--- src/ldbl_pkg.sv ---
// Functional notes
// - While pci_output_enable is high, drive the PCI AD bus; else release it.
// - Falling memory_read_latch_enable captures the memory data bus; latch then holds.
// - Latch enable low in a PCI master read loads host or memory data.
// - CPU read of PCI: AD captured into CPU read buffer on PCI clock rise.
// - PCI master write: AD captured into PCI-to-memory buffer on PCI clock rise.
// - Active-low parity error output flags bad parity on captured memory read data.
// - Host source select: 00 float, 01 all ones, 10 PCI data, 11 memory data.
// - CPU-to-memory push high stores host data each clock and advances the pointer, unless the buffer is full.
// - Prelatch enable copies the CPU-to-PCI output entry into the prelatch for AD.
package ldbl_pkg;

  // ==========================================================================
  // Register map, byte addresses
  localparam logic [7:0] LDBL_CTRL_ADDR   = 8'h00;
  localparam logic [7:0] LDBL_STATUS_ADDR = 8'h04;
  localparam logic [7:0] LDBL_MASK_ADDR   = 8'h08;
  localparam logic [7:0] LDBL_LEVEL_ADDR  = 8'h0C;
  localparam logic [7:0] LDBL_MLAT_LO_ADDR = 8'h10;
  localparam logic [7:0] LDBL_MLAT_HI_ADDR = 8'h14;

  // ==========================================================================
  // Field positions
  localparam int LDBL_CTRL_CHK_EN_BIT = 0;
  localparam int LDBL_CTRL_ODD_BIT    = 1;
  localparam int LDBL_EV_PARITY_BIT   = 0;
  localparam int LDBL_EV_PCI_OVF_BIT  = 1;
  localparam int LDBL_EV_MEM_OVF_BIT  = 2;
  localparam int LDBL_EV_WIDTH        = 3;
  localparam int LDBL_LVL_PCI_CNT_LSB = 0;
  localparam int LDBL_LVL_MEM_CNT_LSB = 8;
  localparam int LDBL_LVL_HOLD_BIT    = 16;
  localparam int LDBL_LVL_PERR_BIT    = 17;

  // ==========================================================================
  // Reset values
  localparam logic [1:0] LDBL_CTRL_RESET = 2'h1;
  localparam logic [2:0] LDBL_MASK_RESET = 3'h0;

  // ==========================================================================
  // Host source select codes and PCI cycle kinds
  localparam logic [1:0] LDBL_HSEL_FLOAT = 2'h0;
  localparam logic [1:0] LDBL_HSEL_ONES  = 2'h1;
  localparam logic [1:0] LDBL_HSEL_PCI   = 2'h2;
  localparam logic [1:0] LDBL_HSEL_MEM   = 2'h3;
  localparam logic [1:0] LDBL_KIND_IDLE      = 2'h0;
  localparam logic [1:0] LDBL_KIND_CPU_RD    = 2'h1;
  localparam logic [1:0] LDBL_KIND_PCI_MS_RD = 2'h2;
  localparam logic [1:0] LDBL_KIND_PCI_MS_WR = 2'h3;

endpackage

--- src/ldbl_parity.sv ---
`timescale 1ns/1ps
`default_nettype none
// ============================================================================
// Per-byte parity, one bit per byte lane
module ldbl_parity
  import ldbl_pkg::*;
#(
  parameter int BYTES = 8
) (
  input  wire logic [8*BYTES-1:0] data,
  input  wire logic               odd,
  output logic      [BYTES-1:0]   parity
);

  // Lane n covers bits 8n..8n+7
  always_comb begin
    for (int n = 0; n < BYTES; n++) begin
      parity[n] = (^data[8*n +: 8]) ^ odd;
    end
  end

endmodule
`default_nettype wire

--- src/ldbl_latch_control.sv ---
// Our own choices: register access over AHB-Lite and the address map.
`timescale 1ns/1ps
`default_nettype none
module ldbl_latch_control
  import ldbl_pkg::*;
#(
  parameter int PCI_DEPTH = 4,
  parameter int MEM_DEPTH = 4
) (
  input  wire logic        ref_clk,
  input  wire logic        reset,
  input  wire logic        hsel,
  input  wire logic [31:0] haddr,
  input  wire logic [1:0]  htrans,
  input  wire logic        hwrite,
  input  wire logic [2:0]  hsize,
  input  wire logic [31:0] hwdata,
  input  wire logic        hready,
  output logic      [31:0] hrdata,
  output logic             hreadyout,
  output logic             hresp,
  output logic             irq,
  input  wire logic [63:0] host_data_bus_in,
  output logic      [63:0] host_data_bus_out,
  output logic             host_data_bus_oe_n,
  input  wire logic [63:0] memory_data_bus_in,
  output logic      [63:0] memory_data_bus_out,
  output logic             memory_data_bus_oe_n,
  input  wire logic [7:0]  memory_parity_bus_in,
  output logic      [7:0]  memory_parity_bus_out,
  output logic             memory_parity_bus_oe_n,
  input  wire logic [31:0] pci_ad_in,
  output logic      [31:0] pci_ad_out,
  output logic             pci_ad_oe_n,
  input  wire logic        pci_clock,
  input  wire logic        pci_output_enable,
  input  wire logic        hold_grant,
  input  wire logic        memory_read_latch_enable,
  input  wire logic        pci_side_latch_enable_n,
  input  wire logic [1:0]  pci_cycle_kind,
  input  wire logic        pci_read_from_memory,
  input  wire logic        high_dword_select,
  input  wire logic [1:0]  host_bus_source_select,
  input  wire logic        cpu_pci_buffer_push,
  input  wire logic        cpu_pci_buffer_pop,
  input  wire logic        cpu_memory_buffer_push,
  input  wire logic        cpu_memory_buffer_pop,
  input  wire logic        prelatch_enable,
  input  wire logic        memory_drive_enable,
  output logic             parity_error_n
);

  localparam int PW = $clog2(PCI_DEPTH);
  localparam int MW = $clog2(MEM_DEPTH);

  generate
    if (PCI_DEPTH < 2 || PCI_DEPTH > 128 || (1 << PW) != PCI_DEPTH) begin : g_bad_pci
      $error("PCI_DEPTH must be a power of two from 2 to 128");
    end
    if (MEM_DEPTH < 2 || MEM_DEPTH > 128 || (1 << MW) != MEM_DEPTH) begin : g_bad_mem
      $error("MEM_DEPTH must be a power of two from 2 to 128");
    end
  endgenerate

  // ==========================================================================
  // Posted write buffers and latches
  logic [31:0] cpu_to_pci_write_buffer [PCI_DEPTH];
  logic [63:0] cpu_to_memory_write_buffer [MEM_DEPTH];
  logic [PW-1:0] pci_wr_q, pci_rd_q;
  logic [MW-1:0] mem_wr_q, mem_rd_q;
  logic [PW:0]   pci_cnt_q;
  logic [MW:0]   mem_cnt_q;
  logic [63:0] mem_latch_q, pci_read_buffer_q, cpu_read_pci_q, pci_to_memory_write_buffer_q;
  logic [31:0] prelatch_q;
  logic        push_pci_q, pop_pci_q, pci_clk_q, memory_read_latch_enable_q, perr_q;
  logic [1:0]  ctrl_q;
  logic [2:0]  status_q, mask_q;

  // Edge detect of strobes; inputs are synchronous so one stage suffices
  logic pci_push_rise, pci_pop_rise, pci_clk_rise, memory_read_latch_enable_fall;
  assign pci_push_rise = cpu_pci_buffer_push & ~push_pci_q;
  assign pci_pop_rise  = cpu_pci_buffer_pop & ~pop_pci_q;
  assign pci_clk_rise  = pci_clock & ~pci_clk_q;
  assign memory_read_latch_enable_fall     = memory_read_latch_enable_q & ~memory_read_latch_enable;

  always_ff @(posedge ref_clk) begin
    if (reset) begin
      push_pci_q <= 1'b0;
      pop_pci_q  <= 1'b0;
      pci_clk_q  <= 1'b0;
      memory_read_latch_enable_q     <= 1'b0;
    end else begin
      push_pci_q <= cpu_pci_buffer_push;
      pop_pci_q  <= cpu_pci_buffer_pop;
      pci_clk_q  <= pci_clock;
      memory_read_latch_enable_q     <= memory_read_latch_enable;
    end
  end

  // Push while full is dropped and reported, so the oldest entries survive
  logic pci_full, mem_full, pci_push_ok, pci_pop_ok, mem_push_ok, mem_pop_ok;
  assign pci_full    = pci_cnt_q == (PW+1)'(PCI_DEPTH);
  assign mem_full    = mem_cnt_q == (MW+1)'(MEM_DEPTH);
  assign pci_push_ok = pci_push_rise & ~pci_full;
  assign pci_pop_ok  = pci_pop_rise & (pci_cnt_q != '0);
  assign mem_push_ok = cpu_memory_buffer_push & ~mem_full;
  assign mem_pop_ok  = cpu_memory_buffer_pop & (mem_cnt_q != '0);

  // CPU-to-PCI buffer pointers
  always_ff @(posedge ref_clk) begin
    if (reset) begin
      pci_wr_q  <= '0;
      pci_rd_q  <= '0;
      pci_cnt_q <= '0;
    end else begin
      if (pci_push_ok) begin
        cpu_to_pci_write_buffer[pci_wr_q] <= host_data_bus_in[31:0];
        pci_wr_q <= pci_wr_q + 1'b1;
      end
      if (pci_pop_ok) begin
        pci_rd_q <= pci_rd_q + 1'b1;
      end
      pci_cnt_q <= pci_cnt_q + (PW+1)'(pci_push_ok) - (PW+1)'(pci_pop_ok);
    end
  end

  // CPU-to-memory buffer pointers
  always_ff @(posedge ref_clk) begin
    if (reset) begin
      mem_wr_q  <= '0;
      mem_rd_q  <= '0;
      mem_cnt_q <= '0;
    end else begin
      if (mem_push_ok) begin
        cpu_to_memory_write_buffer[mem_wr_q] <= host_data_bus_in;
        mem_wr_q <= mem_wr_q + 1'b1;
      end
      if (mem_pop_ok) begin
        mem_rd_q <= mem_rd_q + 1'b1;
      end
      mem_cnt_q <= mem_cnt_q + (MW+1)'(mem_push_ok) - (MW+1)'(mem_pop_ok);
    end
  end

  // ==========================================================================
  // Read latches and PCI-side buffers
  logic [7:0] chk_parity, gen_parity;
  logic [63:0] md_out_d;

  ldbl_parity #(.BYTES(8)) u_check (
    .data   (memory_data_bus_in),
    .odd    (ctrl_q[LDBL_CTRL_ODD_BIT]),
    .parity (chk_parity)
  );

  always_ff @(posedge ref_clk) begin
    if (reset) begin
      mem_latch_q <= '0;
      perr_q      <= 1'b0;
    end else if (memory_read_latch_enable_fall) begin
      mem_latch_q <= memory_data_bus_in;
      perr_q      <= ctrl_q[LDBL_CTRL_CHK_EN_BIT] & (chk_parity != memory_parity_bus_in);
    end
  end

  // PCI read buffer loads on the ref clock; only the AD side waits for PCI edges
  always_ff @(posedge ref_clk) begin
    if (reset) begin
      pci_read_buffer_q <= '0;
    end else if (pci_cycle_kind == LDBL_KIND_PCI_MS_RD && !pci_side_latch_enable_n) begin
      pci_read_buffer_q <= pci_read_from_memory ? memory_data_bus_in : host_data_bus_in;
    end
  end

  // High dword select picks the half being assembled
  always_ff @(posedge ref_clk) begin
    if (reset) begin
      cpu_read_pci_q               <= '0;
      pci_to_memory_write_buffer_q <= '0;
    end else if (pci_clk_rise && !pci_side_latch_enable_n) begin
      if (pci_cycle_kind == LDBL_KIND_CPU_RD) begin
        cpu_read_pci_q[32*high_dword_select +: 32] <= pci_ad_in;
      end
      if (pci_cycle_kind == LDBL_KIND_PCI_MS_WR) begin
        pci_to_memory_write_buffer_q[32*high_dword_select +: 32] <= pci_ad_in;
      end
    end
  end

  // Prelatch holds the current output entry of the CPU-to-PCI buffer
  always_ff @(posedge ref_clk) begin
    if (reset) begin
      prelatch_q <= '0;
    end else if (prelatch_enable) begin
      prelatch_q <= cpu_to_pci_write_buffer[pci_rd_q];
    end
  end

  // ==========================================================================
  // Bus drivers, all registered so the pins change one clock after control
  assign md_out_d = (pci_cycle_kind == LDBL_KIND_PCI_MS_WR) ? pci_to_memory_write_buffer_q
                                                            : cpu_to_memory_write_buffer[mem_rd_q];

  ldbl_parity #(.BYTES(8)) u_gen (
    .data   (md_out_d),
    .odd    (ctrl_q[LDBL_CTRL_ODD_BIT]),
    .parity (gen_parity)
  );

  always_ff @(posedge ref_clk) begin
    if (reset) begin
      pci_ad_oe_n            <= 1'b1;
      host_data_bus_oe_n     <= 1'b1;
      memory_data_bus_oe_n   <= 1'b1;
      memory_parity_bus_oe_n <= 1'b1;
      pci_ad_out             <= '0;
      host_data_bus_out      <= '0;
      memory_data_bus_out    <= '0;
      memory_parity_bus_out  <= '0;
    end else begin
      pci_ad_oe_n <= ~pci_output_enable;
      pci_ad_out  <= (pci_cycle_kind == LDBL_KIND_PCI_MS_RD)
                     ? pci_read_buffer_q[32*high_dword_select +: 32] : prelatch_q;
      host_data_bus_oe_n <= (host_bus_source_select == LDBL_HSEL_FLOAT);
      unique case (host_bus_source_select)
        LDBL_HSEL_FLOAT: host_data_bus_out <= '0;
        LDBL_HSEL_ONES:  host_data_bus_out <= '1;
        LDBL_HSEL_PCI:   host_data_bus_out <= (pci_cycle_kind == LDBL_KIND_PCI_MS_WR)
                                              ? pci_to_memory_write_buffer_q : cpu_read_pci_q;
        LDBL_HSEL_MEM:   host_data_bus_out <= mem_latch_q;
      endcase
      // Parity lane bus moves with the data bus, never alone
      memory_data_bus_oe_n   <= ~memory_drive_enable;
      memory_parity_bus_oe_n <= ~memory_drive_enable;
      memory_data_bus_out    <= md_out_d;
      memory_parity_bus_out  <= gen_parity;
    end
  end

  // Parity error pin follows the last latch capture; a capture taken with checking off reads inactive
  always_ff @(posedge ref_clk) begin
    if (reset) begin
      parity_error_n <= 1'b1;
    end else begin
      parity_error_n <= ~perr_q;
    end
  end

  // ==========================================================================
  // AHB-Lite slave, zero wait states
  logic       ph_valid_q, ph_write_q;
  logic [7:0] ph_addr_q;
  logic       addr_phase;
  logic [2:0] events, w1c;
  logic [31:0] rd_d;
  assign addr_phase = hsel & hready & htrans[1];

  always_comb begin
    unique case (haddr[7:0])
      LDBL_CTRL_ADDR:    rd_d = {30'h0, ctrl_q};
      LDBL_STATUS_ADDR:  rd_d = {29'h0, status_q};
      LDBL_MASK_ADDR:    rd_d = {29'h0, mask_q};
      LDBL_LEVEL_ADDR:   rd_d = {14'h0, ~parity_error_n, hold_grant,
                                 8'((mem_cnt_q)), 8'((pci_cnt_q))};
      LDBL_MLAT_LO_ADDR: rd_d = mem_latch_q[31:0];
      LDBL_MLAT_HI_ADDR: rd_d = mem_latch_q[63:32];
      default:           rd_d = 32'h0;
    endcase
    if (haddr[31:8] != 24'h0) begin
      rd_d = 32'h0;
    end
  end

  always_ff @(posedge ref_clk) begin
    if (reset) begin
      ph_valid_q <= 1'b0;
      ph_write_q <= 1'b0;
      ph_addr_q  <= '0;
      hrdata     <= '0;
      hreadyout  <= 1'b1;
      hresp      <= 1'b0;
    end else begin
      ph_valid_q <= addr_phase && haddr[31:8] == 24'h0;
      ph_write_q <= hwrite;
      ph_addr_q  <= haddr[7:0];
      hrdata     <= (addr_phase && !hwrite) ? rd_d : 32'h0;
    end
  end

  // Control and mask writes
  always_ff @(posedge ref_clk) begin
    if (reset) begin
      ctrl_q <= LDBL_CTRL_RESET;
      mask_q <= LDBL_MASK_RESET;
    end else if (ph_valid_q && ph_write_q) begin
      if (ph_addr_q == LDBL_CTRL_ADDR) ctrl_q <= hwdata[1:0];
      if (ph_addr_q == LDBL_MASK_ADDR) mask_q <= hwdata[2:0];
    end
  end

  // Sticky events; a new event beats a same-cycle clear
  assign events[LDBL_EV_PARITY_BIT]  = memory_read_latch_enable_fall & ctrl_q[LDBL_CTRL_CHK_EN_BIT]
                                       & (chk_parity != memory_parity_bus_in);
  assign events[LDBL_EV_PCI_OVF_BIT] = pci_push_rise & pci_full;
  assign events[LDBL_EV_MEM_OVF_BIT] = cpu_memory_buffer_push & mem_full;
  assign w1c = (ph_valid_q && ph_write_q && ph_addr_q == LDBL_STATUS_ADDR) ? hwdata[2:0] : 3'h0;

  always_ff @(posedge ref_clk) begin
    if (reset) begin
      status_q <= '0;
      irq      <= 1'b0;
    end else begin
      status_q <= (status_q & ~w1c) | events;
      irq      <= |(((status_q & ~w1c) | events) & mask_q);
    end
  end
endmodule
`default_nettype wire

--- config.mk ---
export PLATFORM = sky130hd
export DESIGN_NAME = ldbl_latch_control
export DESIGN_NICKNAME = d
export VERILOG_FILES = /design/src/ldbl_pkg.sv /design/src/ldbl_parity.sv /design/src/ldbl_latch_control.sv
export SDC_FILE = /design/constraint.sdc
export NUM_CORES = 1
export LEC_CHECK = 0
export BUFFER_PORTS_ARGS = -buffer_cell sky130_fd_sc_hd__buf_4
export CAP_MARGIN = 10
export CORE_AREA = 3 3 308 310
export CTS_BUF_LIST = sky130_fd_sc_hd__clkbuf_4
export CTS_CLUSTER_DIAMETER = 40
export CTS_CLUSTER_SIZE = 28
export DETAILED_ROUTE_END_ITERATION = 8
export DIE_AREA = 0 0 311 313
export PLACE_DENSITY_LB_ADDON = 0.15
export RECOVER_POWER = 25
export SETUP_SLACK_MARGIN = 0.1
export SYNTH_ARGS = -nofsm -noshare
export SYNTH_HDL_FRONTEND = slang
export SYNTH_HIERARCHICAL = 1
export SYNTH_SLANG_ARGS = --single-unit
--- constraint.sdc ---
create_clock -name ref_clk -period 5.07 [get_ports ref_clk]
set_input_delay 0.7605 -clock ref_clk [delete_from_list [all_inputs] [get_ports ref_clk]]
set_output_delay 0.7605 -clock ref_clk [all_outputs]
set_load 0.1 [all_outputs]
After elaboration in Yosys (flattened, before gate mapping)
Memories as Yosys holds them, arrays and structs flattened. A register that Yosys moved wholly into a read port is not among the register bits.
Cells that the tools add are included.
{"block": "totals", "ff_bits": 498, "latchBits": 0, "ramBits": 384, "rom_bits": 0, "input_bits": 259, "out_inout_bits": 208, "wordCells": 161, "n_memories": 2}
{"memory": "cpu_to_memory_write_buffer", "depth": 4, "word_bits": 64, "rd": 1, "rd_clocked_by_memory_dff": 1, "wr": 1, "line_no": "ldbl_latch_control.sv:68", "text": "logic [63:0] cpu_to_memory_write_buffer [MEM_DEPTH];"}
{"memory": "cpu_to_pci_write_buffer", "depth": 4, "word_bits": 32, "rd": 1, "rd_clocked_by_memory_dff": 1, "wr": 1, "line_no": "ldbl_latch_control.sv:67", "text": "logic [31:0] cpu_to_pci_write_buffer [PCI_DEPTH];"}
{"block": "op_classes", "add_sub_neg": 9, "n_mul": 0, "n_div": 0, "magnitude_cmp": 0, "n_eq_ne": 16, "shifts": 3, "n_mux": 17, "bitwise_logic": 46, "n_reduce_logical": 37}
{"operator": "$pmux W64 S4", "n": 1}
{"operator": "$mux W64", "n": 3}
{"operator": "$pmux W32 S6", "n": 1}
{"operator": "$bwmux W64", "n": 2}
{"operator": "$reduce_xor A8 Y1", "n": 16}
{"operator": "$shift A32 B34 Y64 const A", "n": 1}
{"operator": "$shiftx A32 B34 Y64", "n": 1}
{"operator": "$shiftx A64 B7 Y32", "n": 1}
{"operator": "$neg A6 Y34", "n": 1}
{"operator": "$mux W32", "n": 1}
{"operator": "$eq A8 B4 Y1 const B", "n": 3}
{"operator": "$logic_not A24 Y1", "n": 1}
{"operator": "$reduce_bool A24 Y1", "n": 1}
{"operator": "$eq A8 B3 Y1 const B", "n": 2}
{"operator": "$eq A8 B5 Y1 const B", "n": 2}
{"operator": "$logic_not A8 Y1", "n": 2}
{"operator": "$xor A1 B1 Y1", "n": 16}
{"operator": "$and A1 B1 Y1", "n": 15}
{"operator": "$not A1 Y1", "n": 11}
{"operator": "$add A2 B1 Y2 const B", "n": 4}
{"operator": "$eq A2 B2 Y1 const B", "n": 4}
{"operator": "$ne A8 B8 Y1", "n": 1}
{"operator": "$reduce_and A2 Y1", "n": 4}
{"operator": "$add A3 B1 Y3", "n": 2}
{"operator": "other kinds (14)", "n": 32}

Logic depth before layout (Yosys ltp)
Gate-level depths: netlist (run 1).
{"block": "logic_depth", "word_depth": 8, "mapped_depth": 10, "ltp_nobuf": 10}

Modules after synthesis
The synthesis (run 1) kept the hierarchy.
{"module": "ldbl_latch_control", "instances": 1, "cells_each": 2923, "area_per_inst_um2": 34474.3, "seq_area_each_um2": 22181.3}
{"module": "ldbl_parity", "instances": 2, "cells_each": 57, "area_per_inst_um2": 665.6, "seq_area_each_um2": 0.0}

Least setup slack after synthesis (run 1)
No wires, ideal clock.
{"block": "synth_timing", "path_kind": "input to register", "from": "input reset", "to": "memory cpu_to_memory_write_buffer[0][0], enable pin", "setup_ps": 429, "arrival_ps": 2835, "t_required_ps": 4641, "path_slack_ps": 1806, "cell_stages": 4, "n_path_buf": 2, "path_cell_list": "clkbuf_1 -> clkbuf_1 -> nor2_1 -> and2_1"}
{"block": "synth_via", "elab_chain_len": 2}
{"item": "start: declaration", "line_no": "ldbl_latch_control.sv:11", "text": "input wire logic reset,"}
{"item": "$mux W1", "line_no": "ldbl_latch_control.sv:129", "text": "if (reset) begin"}
{"item": "$mux W1 (implied by the code)", "line_no": "ldbl_latch_control.sv:135", "text": "cpu_to_memory_write_buffer[mem_wr_q] <= host_data_bus_in;"}
{"item": "end: declaration", "line_no": "ldbl_latch_control.sv:68"}
No other way between the ends.

==> results.md, run 1 <==
- Final antenna-violating net count: 0
- Io pins: 467
- Critical Path RT: 5.94 ns
- GR Overflow Total: 0
- Most used cell, CP: xnor2_1
- VDD IR max: 0.000219 V
- Worst hold start: pci_side_latch_enable_n
- Site Rows: 111
- Worst skew pair latency: 1.07 ns
- Initial antenna violation count: 18
- Worst setup margin: 2.00 ns
- Post-DP HPWL: 81.3 mm
- Post-DR wirelength/cell: 23.2 um
- Ys async rst share: 0%
- Max Clock Skew: 0.0821 ns
- Final Cycle Share: 60.5%
- TritonCTS clock tree: done
- Worst endpoint data arrival time: 3.94 ns
- Port Buf Inserts: 431
- Initial Util: 38.9%
- Max Freq: 0.326 GHz
- Flop-to-flop setup slack: 2.00 ns
- Via Count: 25,801
- Worst slew pin tran: 1.09 ns
- Root Buffer Master: clkbuf_4
- First-pass GRT wire length: 170 mm
- Worst-path cell chain: buf_12, mux4_2, a21bo_1, xnor2_1, xnor3_1, xnor2_1, nor2b_1
- Pwr/cell area: 427 nW/um2
- Syn_nets: 3,310
- Reg clk slew, reported paths: 0.12 ns
- Unrepaired setup endpoints after global routing: no
- Setup_tns: 0 ns
- Status: finished clean
- Clock Sinks: 916
- Layout cells sized above 1: 21.1%
- Fin crit period: 3.07 ns
- DP Worst Slack: 1.61 ns
- Synth area leaders: edfxtp_1 32%, dfxtp_1 30%, nand2_1 6.3%, mux4_2 6.2%, mux2i_1 4.4%
- Area growth syn-to-layout: 23.6%
- Setup crit start kind: register
- Synth Register Bits: 916
- CP endpoint kind: register
- Cells after Synth: 3,037
- Setup Fix Bufs, Post-CTS: 0
- Crit-path max FO: 40
- CP max stage delay: 0.96 ns
- DRT Pass-1 Iters: 6
- Die Span X: 311 um
- Chip height: 313 um
- Num CTS Buffers: 133
- H-tree levels: 4
- Max cap viols: 0
- Post-synth top flop: dfxtp_1
- Final WL: 116 mm
- Dominant cell type by area after synthesis: edfxtp_1
- EDFF count, synth: 384
- Total power: 18.9 mW
- Nets: 3,896
- Seq/Total Area, Yosys: 61.9%
- Leak: 16.9 nW
- Fill cell count: 8,534
- Vias per cell: 5.17
- GRT Resource Usage Total: 23.3%
- Crit path max-delay cell type: dfxtp_4
- Cell Area, Synth: 35,800 um2
- Core ar.: 91,900 um2
- Worst min-delay path class: input pin to register
- 1st-iter DRT viols: 2,681
- Final GP Congestion: 0.903
- Die area: 97,300 um2
- Avg Inst Size Synth: 11.8 um2
- DRC viols: 0
- Clk buf depth: 3
- Yosys cell types: 53
- Vias in the first global route: 25,384
- Crit Path Category: register to register
- Pin count of the biggest net entering global routing: 182
- Yosys top cell area share: 32.2%
- Max_slew headroom: 27.7%
- Final setup viols: 0
- Final Max Slew Viols: 0
- Yosys warnings: 6
- Hold Vio Cnt, Final: 0
-- per-layer routing --
metal | vias to the layer above | routed length (um) | GRT usage, %
met4 | 6 | 3110 | 7.27
met1 | 12706 | 51600 | 33.8
met5 | - | 34 | 0
li1 | 11858 | - | -
met3 | 190 | 9450 | 4.37
met2 | 1041 | 51700 | 35.5
-- where the power goes --
group	total (mW)	switching, mW	internal [mW]
clock	5.74	3.06	2.69
sequential	8.46	0.301	8.16
combinational	4.69	2.83	1.86
total	18.9	6.19	12.7
-- cell type report --
type / instances / area, um2 / share of cell area [%]
multi-input cells: 1899 / 12800 / 29.0
clock buffers: 140 / 1050 / 2.38
flip-flops and latches: 916 / 22200 / 50.1
clock inverters: 108 / 1320 / 2.99
repair buffers: 659 / 5210 / 11.8
diodes: 14 / 35.0 / 0.0792
well taps: 1243 / 1560 / 3.51
inverters: 14 / 52.6 / 0.119
-- timing repair --
item	in CTS	in global routing
gates resized for setup	0	0
hold buffers	188	0
endpoints found under the hold margin	624	0
-- kinds of logic after synthesis --
logic type,synth area share (%)
compound gates,7.85
xor+xnor,4.13
fa+ha+maj,0.531
buf+inv,2.41
flops,61.9
mux,10.8
other cells,0.0210
simple gates,12.3
-- sequential cells by signal, indices dropped and copies added (netlist names), 32 cells and up, named ones only --
signal / count
memory_data_bus_out: 64
pci_read_buffer_q: 64
mem_latch_q: 64
cpu_to_memory_write_buffer: 256
prelatch_q: 32
pci_to_memory_write_buffer_q: 64
cpu_to_pci_write_buffer: 128
pci_ad_out: 32
host_data_bus_out: 64
cpu_read_pci_q: 64
hrdata: 32
-- cells in the mapped netlist (4+ instances only) --
master / n
a211oi_1: 97
a21bo_1: 60
a21bo_2: 4
a21oi_1: 259
a22oi_1: 8
and2_1: 10
buf_1: 34
buf_2: 12
clkbuf_1: 157
dfxtp_1: 532
edfxtp_1: 384
ha_1: 12
inv_1: 14
mux2_2: 8
mux2i_1: 157
mux4_2: 98
nand2_1: 597
nand2b_1: 6
nand3_1: 6
nor2_1: 246
nor2b_1: 92
nor3_1: 67
nor4_1: 5
xnor2_1: 79
xnor2_2: 16
xnor3_1: 16
xor2_1: 19
-- cells in the final DEF (no fill, tap or decap), drive strengths merged, types with 92 or more instances in the layout --
| cell type | synthesis | routed |
|---|---|---|
| a21oi | 259 | 259 |
| nor2 | 246 | 246 |
| mux4 | 98 | 98 |
| clkbuf | 159 | 207 |
| xnor2 | 95 | 95 |
| mux2i | 157 | 157 |
| dfxtp | 532 | 532 |
| edfxtp | 384 | 384 |
| dlygate4sd3 | 0 | 188 |
| a211oi | 97 | 97 |
| nor2b | 92 | 92 |
| buf | 49 | 404 |
| nand2 | 597 | 597 |
-- per-stage QoR --
| step | hold WS, ns | cells | area, um2 | utilization, % |
|---|---|---|---|---|
| after CTS | 0.00583 | 4979 | 44500 | 48.4 |
| final | 0.158 | 4993 | 44200 | 48.1 |
| after floorplan | 0.372 | 3037 | 35800 | - |
| after global routing | 0.0923 | 4989 | 44200 | 48.1 |
| after global placement | 0.395 | 4543 | 40200 | 43.7 |
| after detailed placement | 0.401 | 4543 | 40200 | 43.7 |
-- worst max-delay path, delay by kind of cell (launching register included) --
| family | cells | cell delay, ns |
|---|---|---|
| AND/OR/NAND/NOR | 1 | 0.12 |
| AO/OA/AOI/OAI | 1 | 0.22 |
| buffers and inverters | 1 | 0.33 |
| XOR/XNOR | 3 | 0.71 |
| flip-flops | 1 | 0.96 |
| multiplexers | 1 | 0.54 |
-- path summary, 6_finish.rpt --
kind                                            to  depth (start not counted)
setup / recovery          memory_parity_bus_out[7]                          7
hold / removal               pci_read_buffer_q[11]                          4
setup reg to reg          memory_parity_bus_out[7]                          7
hold reg to reg   pci_to_memory_write_buffer_q[63]                          2
Power figures use the tool's default switching activity.
==> run 2: changes to the inputs <==
ABC_AREA = 1   (was unset)
CORE_AREA = 3 3 314 316   (was 3 3 308 310)
DIE_AREA = 0 0 317 319   (was 0 0 311 313)
clock period = 2.95 ns   (was 5.07 ns; I/O delays follow)
==> run 2 against run 1 <==
Effect of this change: synthesized area increased by 4.6%; clock power increased by 64%; setup slack worse by 1.6 ns; worst hold slack got worse by 0.032 ns; synthesized cell count is 39% higher; combinational power increased by 84%; register-to-register slack got worse by 1.6 ns; total power up 72%; via count grew 25%; highest routed layer unchanged.
==> results.md, run 2 <==
- Status: finished clean
- EDFF count, synth: 384
- Max_slew headroom: 33.0%
- Yosys cell types: 37
- First-pass GRT wire length: 202 mm
- Cells after Synth: 4,233
- Unrepaired setup endpoints after global routing: no
- Vias in the first global route: 29,541
- Seq pwr share: 44.3%
- Clock Sinks: 916
- Synth area leaders: edfxtp_1 31%, dfxtp_1 28%, nand2_1 9.6%, o21ai_0 4.9%, nor2_1 4.3%
- Pin count of the biggest net entering global routing: 155
- Dominant cell type by area after synthesis: edfxtp_1
- Final Cycle Share: 85.0%
- Final GP Congestion: 0.919
- Syn_nets: 4,506
- VDD IR max: 0.000473 V
- Comb power frac: 26.6%
- Nets: 5,143
- Post-DR wirelength/cell: 22.6 um
- Yosys warnings: 6
- Avg Inst Size Synth: 8.85 um2
- Leak: 18.8 nW
- Layout cells sized above 1: 16.4%
- GR Overflow Total: 0
- Final Instance Count excl. Fillers: 6,274
- Yosys top cell area share: 30.8%
- Seq/Total Area, Yosys: 59.2%
- GRT Resource Usage Total: 27.5%
- DRC viols: 0
- DRT Pass-1 Iters: 6
- 1st-iter DRT viols: 3,352
- Registers with the most flip-flops: cpu_to_memory_write_buffer (256), cpu_to_pci_write_buffer (128)
- Setup crit start kind: register
- Max cap viols: 0
- Worst skew pair latency: 1.10 ns
- Chip height: 319 um
- Clock power frac: 29.1%
- Hold Vio Cnt, Final: 0
- CP endpoint kind: register
- Pwr/cell area: 695 nW/um2
- Final Util: 48.5%
- Hold depth: 4
- Max Freq: 0.399 GHz
- Leading cell type in the layout, fill and taps excluded: nand2_1
- Most frequent cells in the layout: 952 x nand2_1, 528 x dfxtp_1, 446 x buf_4
- Port Buf Inserts: 431
- Crit Path Category: register to register
- Number of cells after detailed placement: 5,784
- Crit-path max FO: 26
- TritonCTS clock tree: done
- Top cells by count, synth: 955 x nand2_1, 532 x dfxtp_1, 432 x nor2_1
- Post-synth top flop: dfxtp_1
- Switch share: 36.9%
- Initial Util: 38.9%
- Clk buf depth: 3
- Die area: 101,000 um2
- Max Clock Skew: 0.0881 ns
- Synth Register Bits: 916
- Root Buffer Master: clkbuf_4
- Io pins: 467
- Initial antenna violation count: 19
- Core ar.: 96,300 um2
- Most frequent cell after synthesis: nand2_1
- Post-DP HPWL: 99.7 mm
- Switching power: 12.0 mW
- Die Span X: 317 um
- Reg2Reg Depth: 8
- Setup_tns: 0 ns
- Worst slew pin tran: 1.01 ns
- Fin crit period: 2.51 ns
- H-tree levels: 4
- Final setup viols: 0
- Worst min-delay path class: input pin to register
- Final WL: 142 mm
- Most flops, register: cpu_to_memory_write_buffer
- Worst endpoint data arrival time: 3.47 ns
- Fill cell count: 9,358
- Site Rows: 114
- Cell Area, Synth: 37,500 um2
- Final Max Slew Viols: 0
- Area growth syn-to-layout: 24.6%
- Reg clk slew, reported paths: 0.14 ns
- Via Count: 32,214
- Internal power: 20.5 mW
- Num CTS Buffers: 135
- Largest register FFs: 256
- Final antenna-violating net count: 0
- Ys async rst share: 0%
- Critical Path RT: 3.91 ns
- Vias per cell: 5.13
## run 2: worst max-delay path, cell delays in order, from the launching register on
cell and delay, ns:
dfxtp_1 0.35, nor3_4 0.20, buf_12 0.15, nand4_2 0.09
buf_4 0.25, nor2_1 0.11, dlygate4sd3_1 0.55, a211oi_1 0.05
dlygate4sd3_1 0.62
## run 2: final cells by class
class	count	area, um2	area share, %
flip-flops and latches	916	22200	47.5
multi-input cells	2706	13000	27.8
repair buffers	758	6310	13.5
well taps	1276	1600	3.42
inverters	353	1330	2.85
clock inverters	103	1140	2.44
clock buffers	147	1100	2.36
diodes	15	37.5	0.0804
## run 2: logic make-up (layout without fill, tap and decap cells)
kind of cell	Yosys count	after routing	share of synthesized area, %
XOR/XNOR	68	68	1.59
AND/OR/NAND/NOR	1726	1726	18.6
multiplexers	64	64	1.92
adder cells (fa/ha/maj)	14	14	0.508
buffers and inverters	611	1361	6.41
flip-flops	916	916	59.2
other	2	17	0.0200
AO/OA/AOI/OAI	832	832	11.8
## run 2: routing by layer
layer,track usage (%),vias to the layer above,part of all wire [%]
li1,-,15382,-
met5,0,-,0.045
met3,5.11,259,8.0
met2,42.6,1365,45
met1,37.2,15198,42
met4,12.7,10,4.7
## run 2: repair_timing
item / in CTS / in global routing
hold endpoints to repair: 809 / 0
buffers inserted: 0 / 2
endpoints found under the setup margin: 0 / 1
resized for setup: 0 / 0
hold buffers: 223 / 0
## run 2: per-stage QoR
stage	hold slack (ns)	power [mW]	instance area, um2	setup slack (ns)
floorplan	0.366	20.3	37500	-0.100
global placement	0.386	23.0	42400	0.471
detailed placement	0.375	23.0	42400	0.489
CTS	0.00779	32.7	46900	0.300
global route	0.0646	34.0	46700	0.228
finish	0.126	32.5	46700	0.443
## run 2: power groups by stage
stage	logic [mW]	clock network [mW]	registers [mW]
2_1_floorplan	3.65	0	16.7
3_3_place_gp	8.32	0	14.7
3_5_place_dp	8.37	0	14.7
4_1_cts	8.64	9.66	14.4
5_1_grt	9.33	10.2	14.5
6_report	8.64	9.43	14.4
## run 2: worst paths after layout
kind	start	endpoint	slack, ns
worst min register to register	perr_q	parity_error_n	0.41
worst max register to register	pci_clk_q	cpu_read_pci_q[4]	0.44
worst min-delay path	pci_read_from_memory	pci_read_buffer_q[2]	0.13
worst max-delay path	pci_clk_q	cpu_read_pci_q[4]	0.44
